`src/vcpf_map.svh`:
```
// register map, field positions and reset values of the video capture front end
`ifndef VCPF_MAP_SVH
`define VCPF_MAP_SVH
`define VCPF_A_CFG 8'h00
`define VCPF_A_STAT 8'h04
`define VCPF_A_FCNT 8'h08
`define VCPF_A_DATA 8'h0c
`define VCPF_CFG_W 9
`define VCPF_CFG_RST 9'h000
`define VCPF_CFG_MODE_HI 1
`define VCPF_CFG_MODE_LO 0
`define VCPF_CFG_WIDE 4
`define VCPF_CFG_EDGE_HI 6
`define VCPF_CFG_EDGE_LO 5
`define VCPF_CFG_LFALL 7
`define VCPF_CFG_GP16 8
`define VCPF_MODE_CAPTURE 2'h1
`define VCPF_ST_OVF 0
`define VCPF_ST_ODD 1
`define VCPF_ST_ACT 2
`define VCPF_ST_CNT_LO 8
`define VCPF_W_SOL 16
`define VCPF_W_SOF 17
`define VCPF_W_ODD 18
`define VCPF_W_BITS 19
`define VCPF_D_VALID 31
`define VCPF_RESP_OK 2'h0
`define VCPF_RESP_SLVERR 2'h2
`define VCPF_FIFO_DEPTH 16
`endif

```
`src/vcpf_pkg.sv`:
```
// types shared by the video capture front end
package vcpf_pkg;
  typedef enum logic [1:0] {
    VCPF_EDGE_NONE,
    VCPF_EDGE_RISE,
    VCPF_EDGE_FALL,
    VCPF_EDGE_BOTH
  } vcpf_edge_t;
endpackage

```
`src/vcpf_top.sv`:
```
// video capture port front end with axi4-lite registers
//
// Contract
// source raises valid only with real pixels; only valid samples are taken
// each field-sync falling edge closes the field and starts another
// line-sync level at field-sync fall marks the ended field odd or even
// each active line-sync edge starts a new scanline; edge is configurable
// pixels sampled on rising, falling or both edges of sample clock
// upper pixel byte used only when 16-bit width is configured
// general-purpose bus is never 16-bit while upper byte carries video
// in capture mode the video-enable pin is the high-active valid input
// in capture mode the dot-clock enable pin is the field-sync input
// each pixel word goes downstream with line, field and odd flags
//
// Our own choices: the placing of the registers and register access over AXI4-Lite.
`timescale 1ns/1ns
`include "vcpf_map.svh"
module vcpf_top
  import vcpf_pkg::*;
#(
  parameter int FIFO_DEPTH = `VCPF_FIFO_DEPTH
) (
  input wire logic aclk,
  input wire logic aresetn,
  input wire logic [7:0] s_axi_awaddr,
  input wire logic s_axi_awvalid,
  output logic s_axi_awready,
  input wire logic [31:0] s_axi_wdata,
  input wire logic [3:0] s_axi_wstrb,
  input wire logic s_axi_wvalid,
  output logic s_axi_wready,
  output logic [1:0] s_axi_bresp,
  output logic s_axi_bvalid,
  input wire logic s_axi_bready,
  input wire logic [7:0] s_axi_araddr,
  input wire logic s_axi_arvalid,
  output logic s_axi_arready,
  output logic [31:0] s_axi_rdata,
  output logic [1:0] s_axi_rresp,
  output logic s_axi_rvalid,
  input wire logic s_axi_rready,
  input wire logic [15:0] pixel_in_bus,
  input wire logic pixel_sample_clock,
  input wire logic feature_video_enable_pin,
  input wire logic feature_dotclk_enable_pin,
  input wire logic line_sync_in,
  output logic dotclk_buf_out,
  output logic gp_bus_wide,
  output logic capture_active
);
  localparam int LW = $clog2(FIFO_DEPTH) + 1;

  // ----------------------------------------
  // pin synchronisers
  // ----------------------------------------
  logic [15:0] pix_s;
  logic [3:0] ctl_s;
  vcpf_sync #(.W(16)) u_sync_pix (
    .aclk(aclk),
    .aresetn(aresetn),
    .async_in(pixel_in_bus),
    .sync_out(pix_s)
  );
  vcpf_sync #(.W(4)) u_sync_ctl (
    .aclk(aclk),
    .aresetn(aresetn),
    .async_in({line_sync_in, feature_dotclk_enable_pin,
               feature_video_enable_pin, pixel_sample_clock}),
    .sync_out(ctl_s)
  );
  wire pclk_s = ctl_s[0];
  wire vld_s = ctl_s[1];
  wire vs_s = ctl_s[2];
  wire hs_s = ctl_s[3];

  // ----------------------------------------
  // configuration decode
  // ----------------------------------------
  logic [`VCPF_CFG_W-1:0] cfg_q;
  logic pclk_q;
  logic vs_q;
  logic hs_q;
  wire cap_mode = (cfg_q[`VCPF_CFG_MODE_HI:`VCPF_CFG_MODE_LO] == `VCPF_MODE_CAPTURE);
  wire wide = cfg_q[`VCPF_CFG_WIDE];
  wire line_fall = cfg_q[`VCPF_CFG_LFALL];
  vcpf_edge_t edge_sel;
  assign edge_sel = vcpf_edge_t'(cfg_q[`VCPF_CFG_EDGE_HI:`VCPF_CFG_EDGE_LO]);

  // ----------------------------------------
  // edge detection
  // ----------------------------------------
  wire pclk_rise = pclk_s & ~pclk_q;
  wire pclk_fall = ~pclk_s & pclk_q;
  // selectable sample edge
  wire pclk_hit = (pclk_rise & (edge_sel == VCPF_EDGE_RISE || edge_sel == VCPF_EDGE_BOTH))
                | (pclk_fall & (edge_sel == VCPF_EDGE_FALL || edge_sel == VCPF_EDGE_BOTH));
  // field sync taken from dot-clock enable pin
  wire vs_fall = cap_mode & ~vs_s & vs_q;
  // configurable active line edge
  wire hs_act = cap_mode & (line_fall ? (~hs_s & hs_q) : (hs_s & ~hs_q));
  // only valid-qualified samples in capture mode
  wire pix_take = cap_mode & pclk_hit & vld_s;

  // ----------------------------------------
  // line and field tracking
  // ----------------------------------------
  logic sol_pend_q;
  logic sof_pend_q;
  logic field_odd_q;
  logic [15:0] fcnt_q;
  always_ff @(posedge aclk) begin
    if (!aresetn) begin
      pclk_q <= 1'b0;
      vs_q <= 1'b0;
      hs_q <= 1'b0;
    end else begin
      pclk_q <= pclk_s;
      vs_q <= vs_s;
      hs_q <= hs_s;
    end
  end
  // a new edge beats the consuming pixel
  wire sol_pend_d = hs_act | vs_fall | (sol_pend_q & ~pix_take);
  wire sof_pend_d = vs_fall | (sof_pend_q & ~pix_take);
  always_ff @(posedge aclk) begin
    if (!aresetn) begin
      sol_pend_q <= 1'b0;
      sof_pend_q <= 1'b0;
      field_odd_q <= 1'b0;
      fcnt_q <= 16'h0000;
    end else begin
      sol_pend_q <= sol_pend_d;
      sof_pend_q <= sof_pend_d;
      // classify ended field
      field_odd_q <= vs_fall ? hs_s : field_odd_q;
      fcnt_q <= vs_fall ? 16'(fcnt_q + 16'h0001) : fcnt_q;
    end
  end

  // ----------------------------------------
  // capture stage into fifo
  // ----------------------------------------
  // the source cannot be stalled: a full stage drops the pixel and flags it
  logic stg_valid_q;
  logic [`VCPF_W_BITS-1:0] stg_q;
  logic ovf_q;
  logic fifo_in_ready;
  logic fifo_out_valid;
  logic [`VCPF_W_BITS-1:0] fifo_out;
  logic [LW-1:0] fifo_level;
  wire stg_free = ~stg_valid_q | fifo_in_ready;
  wire stg_load = pix_take & stg_free;
  wire pix_drop = pix_take & ~stg_free;
  // upper byte only in 16-bit width
  wire [15:0] pix_word = {wide ? pix_s[15:8] : 8'h00, pix_s[7:0]};
  // flags travel with the word
  wire [`VCPF_W_BITS-1:0] stg_d = {field_odd_q, sof_pend_q, sol_pend_q, pix_word};
  always_ff @(posedge aclk) begin
    if (!aresetn) begin
      stg_valid_q <= 1'b0;
      stg_q <= '0;
    end else begin
      stg_valid_q <= stg_load | (stg_valid_q & ~fifo_in_ready);
      stg_q <= stg_load ? stg_d : stg_q;
    end
  end

  // ----------------------------------------
  // axi4-lite slave
  // ----------------------------------------
  logic aw_full_q;
  logic w_full_q;
  logic [7:0] aw_addr_q;
  logic [31:0] w_data_q;
  logic [3:0] w_strb_q;
  logic awready_q;
  logic wready_q;
  logic bvalid_q;
  logic [1:0] bresp_q;
  logic arready_q;
  logic rvalid_q;
  logic [31:0] rdata_q;
  logic [1:0] rresp_q;
  wire aw_take = s_axi_awvalid & awready_q;
  wire w_take = s_axi_wvalid & wready_q;
  wire do_wr = aw_full_q & w_full_q & ~bvalid_q;
  wire aw_full_d = (aw_full_q | aw_take) & ~do_wr;
  wire w_full_d = (w_full_q | w_take) & ~do_wr;
  wire wr_cfg = do_wr & (aw_addr_q == `VCPF_A_CFG);
  wire wr_stat = do_wr & (aw_addr_q == `VCPF_A_STAT);
  wire wr_hit = wr_cfg | wr_stat;
  wire ar_take = s_axi_arvalid & arready_q;
  wire rvalid_d = ar_take | (rvalid_q & ~s_axi_rready);
  wire rd_cfg = (s_axi_araddr == `VCPF_A_CFG);
  wire rd_stat = (s_axi_araddr == `VCPF_A_STAT);
  wire rd_fcnt = (s_axi_araddr == `VCPF_A_FCNT);
  wire rd_data = (s_axi_araddr == `VCPF_A_DATA);
  wire rd_hit = rd_cfg | rd_stat | rd_fcnt | rd_data;
  // reading data pops one word; empty reads show valid low
  wire fifo_pop = ar_take & rd_data;
  wire [31:0] stat_word = {{(24-LW){1'b0}}, fifo_level, 5'h00,
                           capture_active, field_odd_q, ovf_q};
  wire [31:0] data_word = {fifo_out_valid, {(31-`VCPF_W_BITS){1'b0}},
                           fifo_out_valid ? fifo_out : {`VCPF_W_BITS{1'b0}}};
  wire [31:0] rd_mux = rd_cfg ? {{(32-`VCPF_CFG_W){1'b0}}, cfg_q}
                     : rd_stat ? stat_word
                     : rd_fcnt ? {16'h0000, fcnt_q}
                     : rd_data ? data_word : 32'h0000_0000;
  wire [`VCPF_CFG_W-1:0] cfg_wr = {w_strb_q[1] ? w_data_q[8] : cfg_q[8],
                                   w_strb_q[0] ? w_data_q[7:0] : cfg_q[7:0]};
  // overflow: write one clears, a new drop wins
  wire ovf_clr = wr_stat & w_strb_q[0] & w_data_q[`VCPF_ST_OVF];
  always_ff @(posedge aclk) begin
    if (!aresetn) begin
      aw_full_q <= 1'b0;
      w_full_q <= 1'b0;
      aw_addr_q <= 8'h00;
      w_data_q <= 32'h0000_0000;
      w_strb_q <= 4'h0;
      awready_q <= 1'b0;
      wready_q <= 1'b0;
    end else begin
      aw_full_q <= aw_full_d;
      w_full_q <= w_full_d;
      aw_addr_q <= aw_take ? s_axi_awaddr : aw_addr_q;
      w_data_q <= w_take ? s_axi_wdata : w_data_q;
      w_strb_q <= w_take ? s_axi_wstrb : w_strb_q;
      awready_q <= ~aw_full_d;
      wready_q <= ~w_full_d;
    end
  end
  always_ff @(posedge aclk) begin
    if (!aresetn) begin
      bvalid_q <= 1'b0;
      bresp_q <= `VCPF_RESP_OK;
      cfg_q <= `VCPF_CFG_RST;
      ovf_q <= 1'b0;
    end else begin
      bvalid_q <= do_wr | (bvalid_q & ~s_axi_bready);
      bresp_q <= do_wr ? (wr_hit ? `VCPF_RESP_OK : `VCPF_RESP_SLVERR) : bresp_q;
      cfg_q <= wr_cfg ? cfg_wr : cfg_q;
      ovf_q <= pix_drop | (ovf_q & ~ovf_clr);
    end
  end
  always_ff @(posedge aclk) begin
    if (!aresetn) begin
      arready_q <= 1'b0;
      rvalid_q <= 1'b0;
      rdata_q <= 32'h0000_0000;
      rresp_q <= `VCPF_RESP_OK;
    end else begin
      arready_q <= ~rvalid_d;
      rvalid_q <= rvalid_d;
      rdata_q <= ar_take ? rd_mux : rdata_q;
      rresp_q <= ar_take ? (rd_hit ? `VCPF_RESP_OK : `VCPF_RESP_SLVERR) : rresp_q;
    end
  end

  // ----------------------------------------
  // pixel fifo
  // ----------------------------------------
  vcpf_fifo #(.W(`VCPF_W_BITS), .DEPTH(FIFO_DEPTH)) u_fifo (
    .aclk(aclk),
    .aresetn(aresetn),
    .in_valid(stg_valid_q),
    .in_ready(fifo_in_ready),
    .in_data(stg_q),
    .out_valid(fifo_out_valid),
    .out_ready(fifo_pop),
    .out_data(fifo_out),
    .level(fifo_level)
  );

  // ----------------------------------------
  // pin mode outputs
  // ----------------------------------------
  logic dotclk_q;
  logic gp_wide_q;
  logic cap_act_q;
  always_ff @(posedge aclk) begin
    if (!aresetn) begin
      dotclk_q <= 1'b0;
      gp_wide_q <= 1'b0;
      cap_act_q <= 1'b0;
    end else begin
      // pin no longer steers dot-clock buffer
      dotclk_q <= ~cap_mode & vs_s;
      // no 16-bit general-purpose use while video owns upper byte
      gp_wide_q <= cfg_q[`VCPF_CFG_GP16] & ~(cap_mode & wide);
      cap_act_q <= cap_mode;
    end
  end
  assign dotclk_buf_out = dotclk_q;
  assign gp_bus_wide = gp_wide_q;
  assign capture_active = cap_act_q;
  assign s_axi_awready = awready_q;
  assign s_axi_wready = wready_q;
  assign s_axi_bvalid = bvalid_q;
  assign s_axi_bresp = bresp_q;
  assign s_axi_arready = arready_q;
  assign s_axi_rvalid = rvalid_q;
  assign s_axi_rdata = rdata_q;
  assign s_axi_rresp = rresp_q;
endmodule // vcpf_top

```
`src/vcpf_sync.sv`:
```
// two flip-flop level synchroniser, one per bit
`timescale 1ns/1ns
module vcpf_sync #(
  parameter int W = 1
) (
  input wire logic aclk,
  input wire logic aresetn,
  input wire logic [W-1:0] async_in,
  output logic [W-1:0] sync_out
);
  logic [W-1:0] meta_q;
  logic [W-1:0] sync_q;
  // meta_q feeds only sync_q
  always_ff @(posedge aclk) begin
    if (!aresetn) begin
      meta_q <= '0;
      sync_q <= '0;
    end else begin
      meta_q <= async_in;
      sync_q <= meta_q;
    end
  end
  assign sync_out = sync_q;
endmodule // vcpf_sync

```
`src/vcpf_fifo.sv`:
```
// synchronous fifo with valid and ready on both sides
`timescale 1ns/1ns
module vcpf_fifo #(
  parameter int W = 19,
  parameter int DEPTH = 16
) (
  input wire logic aclk,
  input wire logic aresetn,
  input wire logic in_valid,
  output logic in_ready,
  input wire logic [W-1:0] in_data,
  output logic out_valid,
  input wire logic out_ready,
  output logic [W-1:0] out_data,
  output logic [$clog2(DEPTH):0] level
);
  localparam int AW = $clog2(DEPTH);
  logic [W-1:0] mem [DEPTH];
  logic [AW-1:0] wr_q;
  logic [AW-1:0] rd_q;
  logic [AW:0] cnt_q;
  wire push = in_valid & in_ready;
  wire pop = out_valid & out_ready;
  assign in_ready = (cnt_q != (AW+1)'(DEPTH));
  assign out_valid = (cnt_q != '0);
  assign out_data = mem[rd_q];
  assign level = cnt_q;
  always_ff @(posedge aclk) begin
    if (push) begin
      mem[wr_q] <= in_data;
    end
  end
  always_ff @(posedge aclk) begin
    if (!aresetn) begin
      wr_q <= '0;
      rd_q <= '0;
      cnt_q <= '0;
    end else begin
      wr_q <= push ? AW'(wr_q + 1'b1) : wr_q;
      rd_q <= pop ? AW'(rd_q + 1'b1) : rd_q;
      cnt_q <= (AW+1)'(cnt_q + {{AW{1'b0}}, push} - {{AW{1'b0}}, pop});
    end
  end
endmodule // vcpf_fifo

```
`config.mk`:
```
export PLATFORM = sky130hd
export DESIGN_NAME = vcpf_top
export DESIGN_NICKNAME = d
export VERILOG_FILES = /design/src/vcpf_pkg.sv /design/src/vcpf_top.sv /design/src/vcpf_sync.sv /design/src/vcpf_fifo.sv
export VERILOG_INCLUDE_DIRS = /design/src
export SDC_FILE = /design/constraint.sdc
export NUM_CORES = 1
export LEC_CHECK = 0
export CAP_MARGIN = 20
export CORE_MARGIN = 2
export CORE_UTILIZATION = 30
export CTS_CLUSTER_DIAMETER = 100
export DETAILED_ROUTE_END_ITERATION = 10
export DONT_BUFFER_PORTS = 1
export GPL_TIMING_DRIVEN = 0
export SLEW_MARGIN = 0
export SYNTH_ARGS = -nofsm -noshare
export SYNTH_HDL_FRONTEND = slang
export SYNTH_SLANG_ARGS = --single-unit
```
`constraint.sdc`:
```
create_clock -name aclk -period 5 [get_ports aclk]
set_input_delay 0.25 -clock aclk [delete_from_list [all_inputs] [get_ports aclk]]
set_output_delay 0.25 -clock aclk [all_outputs]
set_load 0.02 [all_outputs]
```
### After elaboration in Yosys (flattened, before gate mapping)

Memories as Yosys holds them, arrays and structs flattened. A register that Yosys moved wholly into a read port is not among the register bits.
Index checks and enable logic that the tools add are counted.

| storage, ports and cells | value |
|---|---|
| register bits | 170 |
| bits in latches | 0 |
| memory bits (writable) | 304 |
| memory bits (read-only) | 0 |
| bits of input ports | 79 |
| output and inout port bits | 44 |
| logic and storage cells | 140 |
| memories kept | 1 |

| cells by class | value |
|---|---|
| $add $sub $neg | 5 |
| multiply operators | 0 |
| divide/modulo/power cells | 0 |
| magnitude comparators | 0 |
| equality and inequality tests | 9 |
| shifts and indexed selects | 0 |
| multiplexer cells | 13 |
| bitwise gates (word level) | 70 |
| reductions and logical operators | 7 |

Memories:

| memory | words | width | read ports | clocked after Yosys merged registers in | write ports | line | text |
|---|---|---|---|---|---|---|---|
| u_fifo.mem | 16 | 19 | 1 | 1 | 1 | vcpf_fifo.sv:18 | `logic [W-1:0] mem [DEPTH];` |

Operators by type and width:

| kind | number |
|---|---|
| 32-bit 2-to-1 mux | 4 |
| 1-bit bitwise AND | 36 |
| 19-bit 2-to-1 mux | 1 |
| 1-bit NOT | 19 |
| 16-bit by 1-bit adder with 16-bit output, second input constant | 1 |
| 8-bit by 3-bit == test with 1-bit output, second input constant | 2 |
| 8-bit by 4-bit == test with 1-bit output, second input constant | 2 |
| 8-bit zero test | 2 |
| 1-bit OR | 15 |
| 4-bit by 1-bit adder with 4-bit output, second input constant | 2 |
| 4-bit 2-to-1 mux | 2 |
| 8-bit 2-to-1 mux | 1 |
| 5-bit by 1-bit adder with 5-bit output | 1 |
| 5-bit inequality test, second input constant | 1 |
| 5-bit nonzero test | 1 |
| 5-bit by 1-bit subtractor with 5-bit output | 1 |
| 2-bit by 1-bit == test with 1-bit output, second input constant | 2 |
| 2-bit == test, second input constant | 2 |
| 2-bit 2-to-1 mux | 2 |
| 2-bit AND reduction | 2 |
| 1-bit 2-to-1 mux | 3 |
| 1-bit logical OR | 2 |

### Longest topological paths before layout

Gate-level depths: netlist of run 1.

| depth | value |
|---|---|
| depth after elaboration | 9 |
| mapped depth | 16 |
| gate-level depth less buffers | 15 |

### By module

Synthesis of run 1 repeated with hierarchy kept, for this count alone.

| second synthesis, totals | value |
|---|---|
| cell total of the unflattened synthesis | 1175 |
| area total of the unflattened synthesis | 17724.5 um^2 |

Modules (own cells, without submodules):

| module | times used | cells each | area an instance (um^2) | seq. area each (um^2) |
|---|---|---|---|---|
| vcpf_fifo | 1 | 575 | 12289.3 | 9469.1 |
| vcpf_top | 1 | 517 | 4329.2 | 2062.0 |
| vcpf_sync (u_sync_pix) | 1 | 67 | 895.9 | 640.6 |
| vcpf_sync (u_sync_ctl) | 1 | 16 | 210.2 | 160.2 |

### Worst setup path before layout of run 1

OpenSTA, ideal clock, no wires.

| timing | value |
|---|---|
| path type | register to register |
| start | reg u_fifo.cnt_q[2], in the netlist u_fifo.level[2] |
| end | mem u_fifo.mem[3][0] (enable) |
| setup time | 0.419 ns |
| data arrival time | 2.627 ns |
| data required time | 4.581 ns |
| path slack | 1.954 ns |
| cell stages (with the launch flop) | 8 |
| buffers on the path | 1 |
| period minus slack after synthesis | 3.046 ns |
| cell sequence | dfxtp_1 inv_1 ha_1 nor4bb_1 nor2b_1 clkbuf_1 nand2_1 nor3_1 |

| between the ends | value |
|---|---|
| cells in the longest elaborated chain, start to end | 4 |

Ends and longest elaborated chain:

| element | line | text |
|---|---|---|
| from (decl) | vcpf_fifo.sv:21 | `logic [AW:0] cnt_q;` |
| from (signal assigned) | vcpf_fifo.sv:41 | `cnt_q <= (AW+1)'(cnt_q + {{AW{1'b0}}, push} - {{AW{1'b0}}, pop});` |
| 5-bit inequality test | vcpf_fifo.sv:24 | `assign in_ready = (cnt_q != (AW+1)'(DEPTH));` |
| 1-bit bitwise AND | vcpf_fifo.sv:22 | `wire push = in_valid & in_ready;` |
| net u_fifo.push | vcpf_fifo.sv:22 |  |
| 1-bit 2-to-1 mux | vcpf_fifo.sv:29 | `if (push) begin` |
| 1-bit 2-to-1 mux (not written as such) | vcpf_fifo.sv:30 | `mem[wr_q] <= in_data;` |
| to (decl) | vcpf_fifo.sv:18 |  |

The timed path passes the listed nets, and every way through them passes these cells.

### Worst setup path in the final report of run 1

| timing | value |
|---|---|
| start | reg u_fifo.cnt_q[2], in the netlist u_fifo.level[2] |
| end | reg u_fifo.cnt_q[4], in the netlist u_fifo.level[4] |

| between the ends | value |
|---|---|
| cells in the longest elaborated chain, start to end | 4 |
| elaborated cells on any way between the ends | 6 |
| those cells by class | 2 x add/sub; 1 x eq/ne; 2 x bitwise; 1 x reduce/logical |

Ends and longest elaborated chain:

| element | line |
|---|---|
| 5-bit inequality test | vcpf_fifo.sv:24 |
| 1-bit bitwise AND | vcpf_fifo.sv:22 |
| 5-bit by 1-bit adder with 5-bit output | vcpf_fifo.sv:41 |
| 5-bit by 1-bit subtractor with 5-bit output * | vcpf_fifo.sv:41 |

Every way passes the cells marked *; elsewhere a longest branch is shown, timed or not.
A chain may end at the register's enable or synchronous reset.

==> flow_summary.ini, run 1 <==
[run_status]
outcome = finished clean

[logic_synthesis]
async_reset_ff_share_pct = 0
synth_top_area_cell = edfxtp_1
avgSynthCellArea_um2 = 15.22
synthTopCellsByArea = edfxtp_1 (52%), dfxtp_1 (18%), mux4_2 (9.7%)
synth_cell_types = 48
yosys_register_bits = 464
synth.cell_area_um2 = 17630
synth-edff-count = 304
synth.most_common_cell = edfxtp_1
ys_warn_count = 0
synth_top_area_share_pct = 51.77
synth_common_cells = edfxtp_1 (304), dfxtp_1 (160), nand2_1 (93), mux4_2 (76), nor2_1 (74)
yosys_most_used_dff = edfxtp_1
syn_inst = 1159
yosysSeqAreaShare_pct = 69.93

[power_and_ir_drop]
power_density_nw_per_um2 = 365.9
irDropWorstVdd_mv = 0.2116
p_leak_nw = 6.823
power_mw = 7.629

[timing]
finalSetupViolCount = 0
drv_slew = 0
timing.fmax_ghz = 0.3133
period_needed_ns = 3.192
rsz0062_at_grt = false
slew_headroom_pct = 31.29
finalSetupTns_ns = 0
fin_worst_skew_ns = 0.01620
final-hold-violation-count = 0
fin_ws_ns = 1.808
fin_crit_sh_pct = 63.83
max_slew.worst_pin.slew_ns = 1.031

[cells_and_area]
layout.nets = 1368
layout-drive-gt1-share_pct = 15.84
postLayoutCoreUtil_pct = 36.00
fillCellCount = 5511
syn_to_final_growth_pct = 18.25
antenna_cells = 0

[worst_setup_path]
endpoint_kind = register
critPathArrivalTime_ns = 3.67
rr_startpoint = u_fifo.level[2]$_SDFF_PN0_
worstSetupStartpointType = register
crit_start = u_fifo.level[2]$_SDFF_PN0_
criticalPathCategory = register to register
critPathRequiredTime_ns = 5.48
crit_fanout = 9

[clock_tree]
post_cts_resized = 0
cts_root_buffer = clkbuf_16
cts_buffers = 48
postCtsSetupBuffers = 0
clock_sinks = 464
clk_latency_ns = 0.56
clockBufferDepth = 3
cts_tree = yes
ctsHoldBuffers = 43
cts.clk_slew.worst_paths_ns = 0.06
htreeDepth = 2

[min_path]
hold_class = primary input to register
holdCritStartpoint = s_axi_wvalid

[global_routing]
grt_max_degree = 20
track_usage_pct = 13.82
grt_pass1_wl_mm = 62.38
first_global_vias = 9967
global_route.overflow_total = 0
antenna_found_initial = 1

[floorplanning]
start_util_pct = 30.45
design.core.area_um2 = 57920
die_w_um = 246.5
rows = 88
pin_count = 123
die_h_um = 246.5
die-area_um2 = 60740

[route]
wire_per_inst_um = 20.33
drtIter0Drc = 793
viasPerCell = 4.833
vias = 10040
drc = 0
drtAntennaViolNets = 0
wirelength_mm = 42.24
first_pass_iters = 5

[placement]
dp_hpwl_mm = 28.06
gp_congestion = 0.7942
pre_cts_ws_ns = 1.843
io_buffers = 0

[flow_run]
cap_viol_max_count = 0
[worst max-delay path, cell delays in order, from the launching register on]
cell     delay [ns]
dfxtp_1        0.34
inv_1          0.09
ha_1           0.16
or4b_2         0.59
nand3_1        0.17
or3_1          0.13
buf_2          0.23
or2_2          0.17
nand2_1        0.05
ha_1           0.18
inv_1          0.07
fa_1           0.20
inv_1          0.05
a21oi_1        0.12
nor2_1         0.06
or3_1          0.35
a21oi_1        0.15
[cell families after synthesis]
family	synth area share (%)
compound gates	4.442
xor+xnor	1.093
fa+ha+maj	0.8940
buf+inv	2.377
flops	69.93
mux	12.70
other cells	0.02127
simple gates	8.543
[where the power goes]
part / total (mW) / internal (mW) / switching [mW]
Combinational: 0.138 / 0.0576 / 0.0801
Clock: 3.40 / 2.00 / 1.40
Sequential: 4.09 / 4.07 / 0.0235
[layer usage]
metal  up-vias  global-route usage, %  wire length [µm]
li1       4545                      -                 -
met4         0                  4.926              1190
met3        76                  2.266              2257
met2       281                  22.50             20120
met5         -                      0                 0
met1      5141                  18.63             18680
[final timing paths]
kind / endpoint / depth (start not counted) / slack, ns
max: u_fifo.level[4]$_SDFF_PN0_ / 16 / 1.81
min reg2reg: stg_q[2]$_SDFFE_PN0P_ / 2 / 0.43
max reg2reg: u_fifo.level[4]$_SDFF_PN0_ / 16 / 1.81
min: w_full_q$_SDFF_PN0_ / 3 / 0.03
[flip-flops by register name (all words and copies together) (netlist names), 2 cells and up, named ones only]
signal               count
u_sync_ctl.meta_q        4
w_strb_q                 2
u_fifo.mem             304
fcnt_q                  16
cfg_q                    9
aw_addr_q                8
s_axi_rdata             20
stg_q                   19
u_sync_pix.meta_q       16
u_fifo.level             5
u_sync_ctl.sync_out      4
u_fifo.wr_q              4
u_sync_pix.sync_out     16
u_fifo.rd_q              4
w_data_q                 9
[area by class of cell]
type / count / area (µm²) / share of cell area, %
clock buffers: 65 / 1326 / 6.360
plain buffers: 79 / 374.1 / 1.794
repair buffers: 55 / 623.1 / 2.988
clock inverters: 21 / 167.7 / 0.8040
flip-flops and latches: 464 / 12330 / 59.14
inverters: 12 / 45.04 / 0.2160
well taps: 765 / 957.2 / 4.590
multi-input cells: 617 / 5027 / 24.11
[stage by stage]
step	hold WS (ns)	instances	instance area, µm²
6_report	0.03084	2078	20850
5_1_grt	0.03592	2078	20850
4_1_cts	0.007561	2078	20850
3_5_place_dp	0.3805	1949	18930
3_3_place_gp	0.3808	1937	18640
2_1_floorplan	0.3773	1172	17680
[placed cells by master (no fill, tap or decap), types with 28 or more instances in the layout]
cell type | netlist | final
clkbuf_1 | 41 | 53
edfxtp_1 | 304 | 304
dfxtp_1 | 160 | 160
mux2i_1 | 46 | 46
clkbuf_16 | 0 | 49
nand2_1 | 93 | 93
a21oi_1 | 72 | 72
nand3_1 | 28 | 28
dlygate4sd3_1 | 0 | 43
nor2_1 | 74 | 62
and2_1 | 51 | 51
mux4_2 | 76 | 76
Power figures use the tool's default switching activity.
==> run 2: changes to the inputs <==
==> constraint.sdc (replaced) <==
create_clock -name aclk -period 3.1 [get_ports aclk]
set_input_delay 0.155 -clock aclk [delete_from_list [all_inputs] [get_ports aclk]]
set_output_delay 0.155 -clock aclk [all_outputs]
set_load 0.02 [all_outputs]
==> flow_summary.ini, run 2 (synthesized netlist as in run 1, its figures left out) <==
[cells_and_area]
final_cells = 2088
top_register = u_fifo.mem
layout-drive-gt1-share_pct = 16.70
final_cell_mix = edfxtp_1 (304), dfxtp_1 (158), nand2_1 (92)
postLayoutCoreUtil_pct = 36.25
largest_register_ffs = 304
fillCellCount = 5496
multi_input_area_um2 = 5066
antenna_cells = 0
seq_area_um2 = 12330
fin_area_um2 = 20990
final_common_cell = edfxtp_1
syn_to_final_growth_pct = 19.04
layout.nets = 1378

[global_routing]
first_global_vias = 10040
global_route.overflow_total = 0
track_usage_pct = 13.84
grt_max_degree = 20
grt_pass1_wl_mm = 62.53
antenna_found_initial = 1

[floorplanning]
design.core.area_um2 = 57920
die_h_um = 246.5
start_util_pct = 30.45
rows = 88
pin_count = 123
die-area_um2 = 60740
die_w_um = 246.5

[clock_tree]
cts_root_buffer = clkbuf_16
htreeDepth = 2
cts_tree = yes
cts.clk_slew.worst_paths_ns = 0.06
clock_sinks = 464
clockBufferDepth = 3
clk_latency_ns = 0.56
cts_buffers = 48

[timing]
period_needed_ns = 2.947
drv_slew = 0
fin_crit_sh_pct = 95.06
finalSetupViolCount = 0
final-hold-violation-count = 0
timing.fmax_ghz = 0.3393
fin_worst_skew_ns = 0.01671
slew_headroom_pct = 29.93
max_slew.worst_pin.slew_ns = 1.051

[route]
viasPerCell = 4.838
vias = 10100
first_pass_iters = 5
wirelength_mm = 42.34
drtAntennaViolNets = 0
drc = 0
wire_per_inst_um = 20.28
drtIter0Drc = 801

[worst_setup_path]
critPathRequiredTime_ns = 3.37
crit_slowest_cell = nor2_2
crit_fanout = 11
worstSetupStartpointType = register
criticalPathCategory = register to register
endpoint_kind = register
path_cells = inv_1 -> ha_1 -> nor4bb_1 -> nor2b_1 -> clkbuf_1 -> nand2_1 -> nor2_2 -> buf_16
critPathArrivalTime_ns = 3.22
max_stage_delay_ns = 0.74

[min_path]
hold_class = primary input to register

[flow_run]
cap_viol_max_count = 0

[placement]
gp_congestion = 0.7942
dp_cells = 1949
dp_hpwl_mm = 28.06
place_area_um2 = 18930
io_buffers = 0

[run_status]
outcome = finished clean

[power_and_ir_drop]
p_leak_nw = 6.879
power_mw = 12.30
power_density_nw_per_um2 = 585.9
irDropWorstVdd_mv = 0.3421
==> run 2: cell types whose count changed in the layout (fill, tap and decap cells not counted), sizes merged <==
| cell | delta |
|---|---|
| buf | +3 |
| dlygate4sd3 | +7 |
==> run 2: what timing repair did <==
action,CTS,global route
gates cloned,0,0
endpoints found under the hold margin,49,0
buffers inserted,0,3
pin swaps,0,4
gates resized for setup,2,12
endpoints found under the setup margin,1,47
hold buffers,50,0
==> run 2: where the power goes <==
part	total [mW]	internal [mW]	switching, mW
combinational	0.229	0.0975	0.131
sequential	6.60	6.56	0.0381
clock	5.47	3.22	2.25
total	12.3	9.88	2.42
==> run 2: metal layers <==
metal | routed length, µm | global-route usage [%] | vias up | part of all wire (%)
li1 | - | - | 4566 | -
met1 | 18460 | 18.58 | 5168 | 44
met2 | 20310 | 22.60 | 294 | 48
met3 | 2435 | 2.277 | 73 | 5.8
met4 | 1142 | 4.979 | 0 | 2.7
met5 | 0 | 0 | - | 0
==> run 2: area by class of cell <==
type,count,share of cell area (%)
tap,765,4.560
buffer,79,1.812
sequential,464,58.76
inverter,12,0.2146
multi-input combinational,617,24.13
timing repair buffer,65,3.409
clock inverter,21,0.7987
clock buffer,65,6.318
==> run 2: path summary, 6_finish.rpt <==
check / to / cells after the start / startpoint / slack (ns)
worst min register to register: stg_q[2]$_SDFFE_PN0P_ / 2 / u_sync_pix.sync_out[2]$_SDFF_PN0_ / 0.43
worst min-delay path: s_axi_rdata[31]$_SDFFE_PN0N_ / 4 / s_axi_araddr[2] / 0.01
worst max register to register: u_fifo.mem[7][4]$_DFFE_PP_ / 8 / u_fifo.level[2]$_SDFF_PN0_ / 0.15
worst max-delay path: u_fifo.mem[7][4]$_DFFE_PP_ / 8 / u_fifo.level[2]$_SDFF_PN0_ / 0.15
==> run 2: per-stage QoR <==
| stage | setup WS [ns] | TNS (ns) | hold WS [ns] |
|---|---|---|---|
| after floorplan | 0.05450 | 0 | 0.2823 |
| after global placement | -1.898 | -324.64 | 0.2858 |
| after detailed placement | -0.05694 | -0.05694 | 0.2855 |
| after CTS | 0.005832 | 0 | 0.005220 |
| after global routing | -0.02389 | -0.02472 | 0.01927 |
| final | 0.1531 | 0 | 0.01486 |
==> run 2: worst max-delay path: cells and delay by family (launching register included) <==
kind	cells	cell delay, ns
adders and majority gates	1	0.20
DFF	1	0.34
and+or+nand+nor	4	1.38
buffers and inverters	3	0.73
==> run 3: changes to the inputs <==
--- a/config.mk
+++ b/config.mk
@@ -9,6 +9,7 @@
 export CAP_MARGIN = 20
 export CORE_MARGIN = 2
 export CORE_UTILIZATION = 30
+export CTS_BUF_LIST = sky130_fd_sc_hd__clkbuf_2 sky130_fd_sc_hd__clkbuf_4 sky130_fd_sc_hd__clkbuf_8
 export CTS_CLUSTER_DIAMETER = 100
 export DETAILED_ROUTE_END_ITERATION = 10
 export DONT_BUFFER_PORTS = 1
==> flow_summary.ini, run 3 (synthesized netlist as in run 1, its figures left out) <==
[timing]
rsz0062_at_grt = true
drv_slew = 0
finalSetupTns_ns = 0
max_slew.worst_pin.slew_ns = 1.048
whs_ns = 0.05555
finalSetupViolCount = 0
slew_headroom_pct = 30.16
fin_crit_sh_pct = 94.97
fin_worst_skew_ns = 0.02163
fin_ws_ns = 0.1558
period_needed_ns = 2.944
timing.fmax_ghz = 0.3397
final-hold-violation-count = 0

[power_and_ir_drop]
p_seq_share_pct = 54.4
p_int_mw = 9.638
power_density_nw_per_um2 = 573.3
p_comb_share_pct = 2.0
sw_frac_of_total_pct = 20.50
power.switching_mw = 2.486
irDropWorstVdd_mv = 0.3107
p_leak_nw = 7.016
clkPwrFrac_pct = 43.6

[cells_and_area]
final_cell_mix = edfxtp_1 (304), dfxtp_1 (158), nand2_1 (92)
multi_input_area_um2 = 5066
final_cells = 2149
fillCellCount = 5494
syn_to_final_growth_pct = 19.92
largest_register_ffs = 304
final_common_cell = edfxtp_1
postLayoutCoreUtil_pct = 36.51
seq_area_um2 = 12330
layout-drive-gt1-share_pct = 20.90
top_register = u_fifo.mem
layout.nets = 1418

[route]
drtAntennaViolNets = 0
drc = 0
wirelength_mm = 43.37
drtIter0Drc = 831
wire_per_inst_um = 20.18
first_pass_iters = 6
viasPerCell = 4.809
vias = 10330

[placement]
dp_hpwl_mm = 28.06
dp_cells = 1949
gp_congestion = 0.7942
pre_cts_ws_ns = -0.05694
io_buffers = 0

[worst_setup_path]
r2r-end = u_fifo.mem[7][7]$_DFFE_PP_
rr_startpoint = u_fifo.level[2]$_SDFF_PN0_
r2r_cells = 8
critPathArrivalTime_ns = 3.26
critPathRequiredTime_ns = 3.41
worstSetupStartpointType = register
r2r_setup_slack_ns = 0.16
endpoint_kind = register
crit_fanout = 11
criticalPathCategory = register to register

[clock_tree]
clockBufferDepth = 3
clk_latency_ns = 0.61
cts_root_buffer = clkbuf_8
htreeDepth = 3
clock_sinks = 464
cts_buffers = 75
cts_tree = yes
cts.clk_slew.worst_paths_ns = 0.06

[min_path]
min_to = s_axi_rdata[5]$_SDFFE_PN0N_
holdCritStartpoint = s_axi_araddr[5]
min_path_cells = 5
hold_class = primary input to register

[global_routing]
grt_max_degree = 20
global_route.overflow_total = 0
grt_pass1_wl_mm = 64.47
track_usage_pct = 14.24
first_global_vias = 10390
antenna_found_initial = 0

[floorplanning]
start_util_pct = 30.45
rows = 88
die-area_um2 = 60740
die_h_um = 246.5
pin_count = 123
die_w_um = 246.5
design.core.area_um2 = 57920

[run_status]
outcome = finished clean

[flow_run]
cap_viol_max_count = 0
[run 3: changes by cell type in the layout (fill, tap and decap cells not counted), sizes merged]
| cell | before | now |
|---|---|---|
| bufinv | 3 | 0 |
| clkbuf | 106 | 165 |
| clkinv | 14 | 7 |
| clkinvlp | 4 | 2 |
| diode | 0 | 1 |
| dlygate4sd3 | 50 | 63 |
[run 3: how the worst max path moves through the flow]
stage | from | end | slack (ns)
floorplan | u_fifo.level[2]$_SDFF_PN0_ | u_fifo.mem[3][0]$_DFFE_PP_ | 0.05
global placement | u_fifo.level[2]$_SDFF_PN0_ | u_fifo.mem[3][3]$_DFFE_PP_ | -1.90
detailed placement | u_fifo.level[2]$_SDFF_PN0_ | u_fifo.level[4]$_SDFF_PN0_ | -0.06
CTS | u_fifo.level[3]$_SDFF_PN0_ | u_fifo.level[4]$_SDFF_PN0_ | 0.002
global route | u_fifo.level[2]$_SDFF_PN0_ | u_fifo.level[4]$_SDFF_PN0_ | -0.02
finish | u_fifo.level[2]$_SDFF_PN0_ | u_fifo.mem[7][7]$_DFFE_PP_ | 0.16
[run 3: power groups by stage]
stage / combinational, mW / sequential, mW / clock, mW
2_1_floorplan: 0.131 / 6.72 / 0
3_3_place_gp: 0.173 / 6.73 / 0
3_5_place_dp: 0.176 / 6.73 / 0
4_1_cts: 0.232 / 6.60 / 5.37
5_1_grt: 0.262 / 6.60 / 5.67
6_report: 0.240 / 6.60 / 5.29
[run 3: critical path, cell delays in order (launching register included)]
cell and delay, ns:
dfxtp_2 0.34, inv_1 0.06, ha_1 0.20, nor4bb_1 0.16, nor2b_1 0.13, clkbuf_1 0.44, nand2_1 0.36, nor2_2 0.73
buf_16 0.23
[run 3: per-stage QoR]
stage	power, mW	area (µm²)
6_report	12.12	21150
5_1_grt	12.53	21140
4_1_cts	12.21	21050
3_5_place_dp	6.905	18930
3_3_place_gp	6.901	18640
2_1_floorplan	6.848	17680
[run 3: area by class of cell]
| cell class | instances | share of cell area (%) |
|---|---|---|
| plain buffers | 79 | 1.799 |
| well taps | 765 | 4.526 |
| clock inverters | 9 | 0.2189 |
| inverters | 12 | 0.2130 |
| clock buffers | 124 | 6.946 |
| diodes | 1 | 0.01183 |
| repair buffers | 78 | 4.000 |
| multi-input cells | 617 | 23.96 |
| flip-flops and latches | 464 | 58.33 |
[run 3: timing repair]
item / CTS / global route
setup endpoints to repair: 1 / 33
hold buffers: 60 / 3
pin swaps: 0 / 4
cloned: 0 / 0
endpoints found under the hold margin: 49 / 5
resized for setup: 2 / 12
buffers inserted: 0 / 3
[run 3: layer usage]
metal,global-route usage [%],wire length (µm)
met1,19.01,18960
met2,23.53,21190
met3,2.527,2175
met4,4.465,1038
met5,0,0
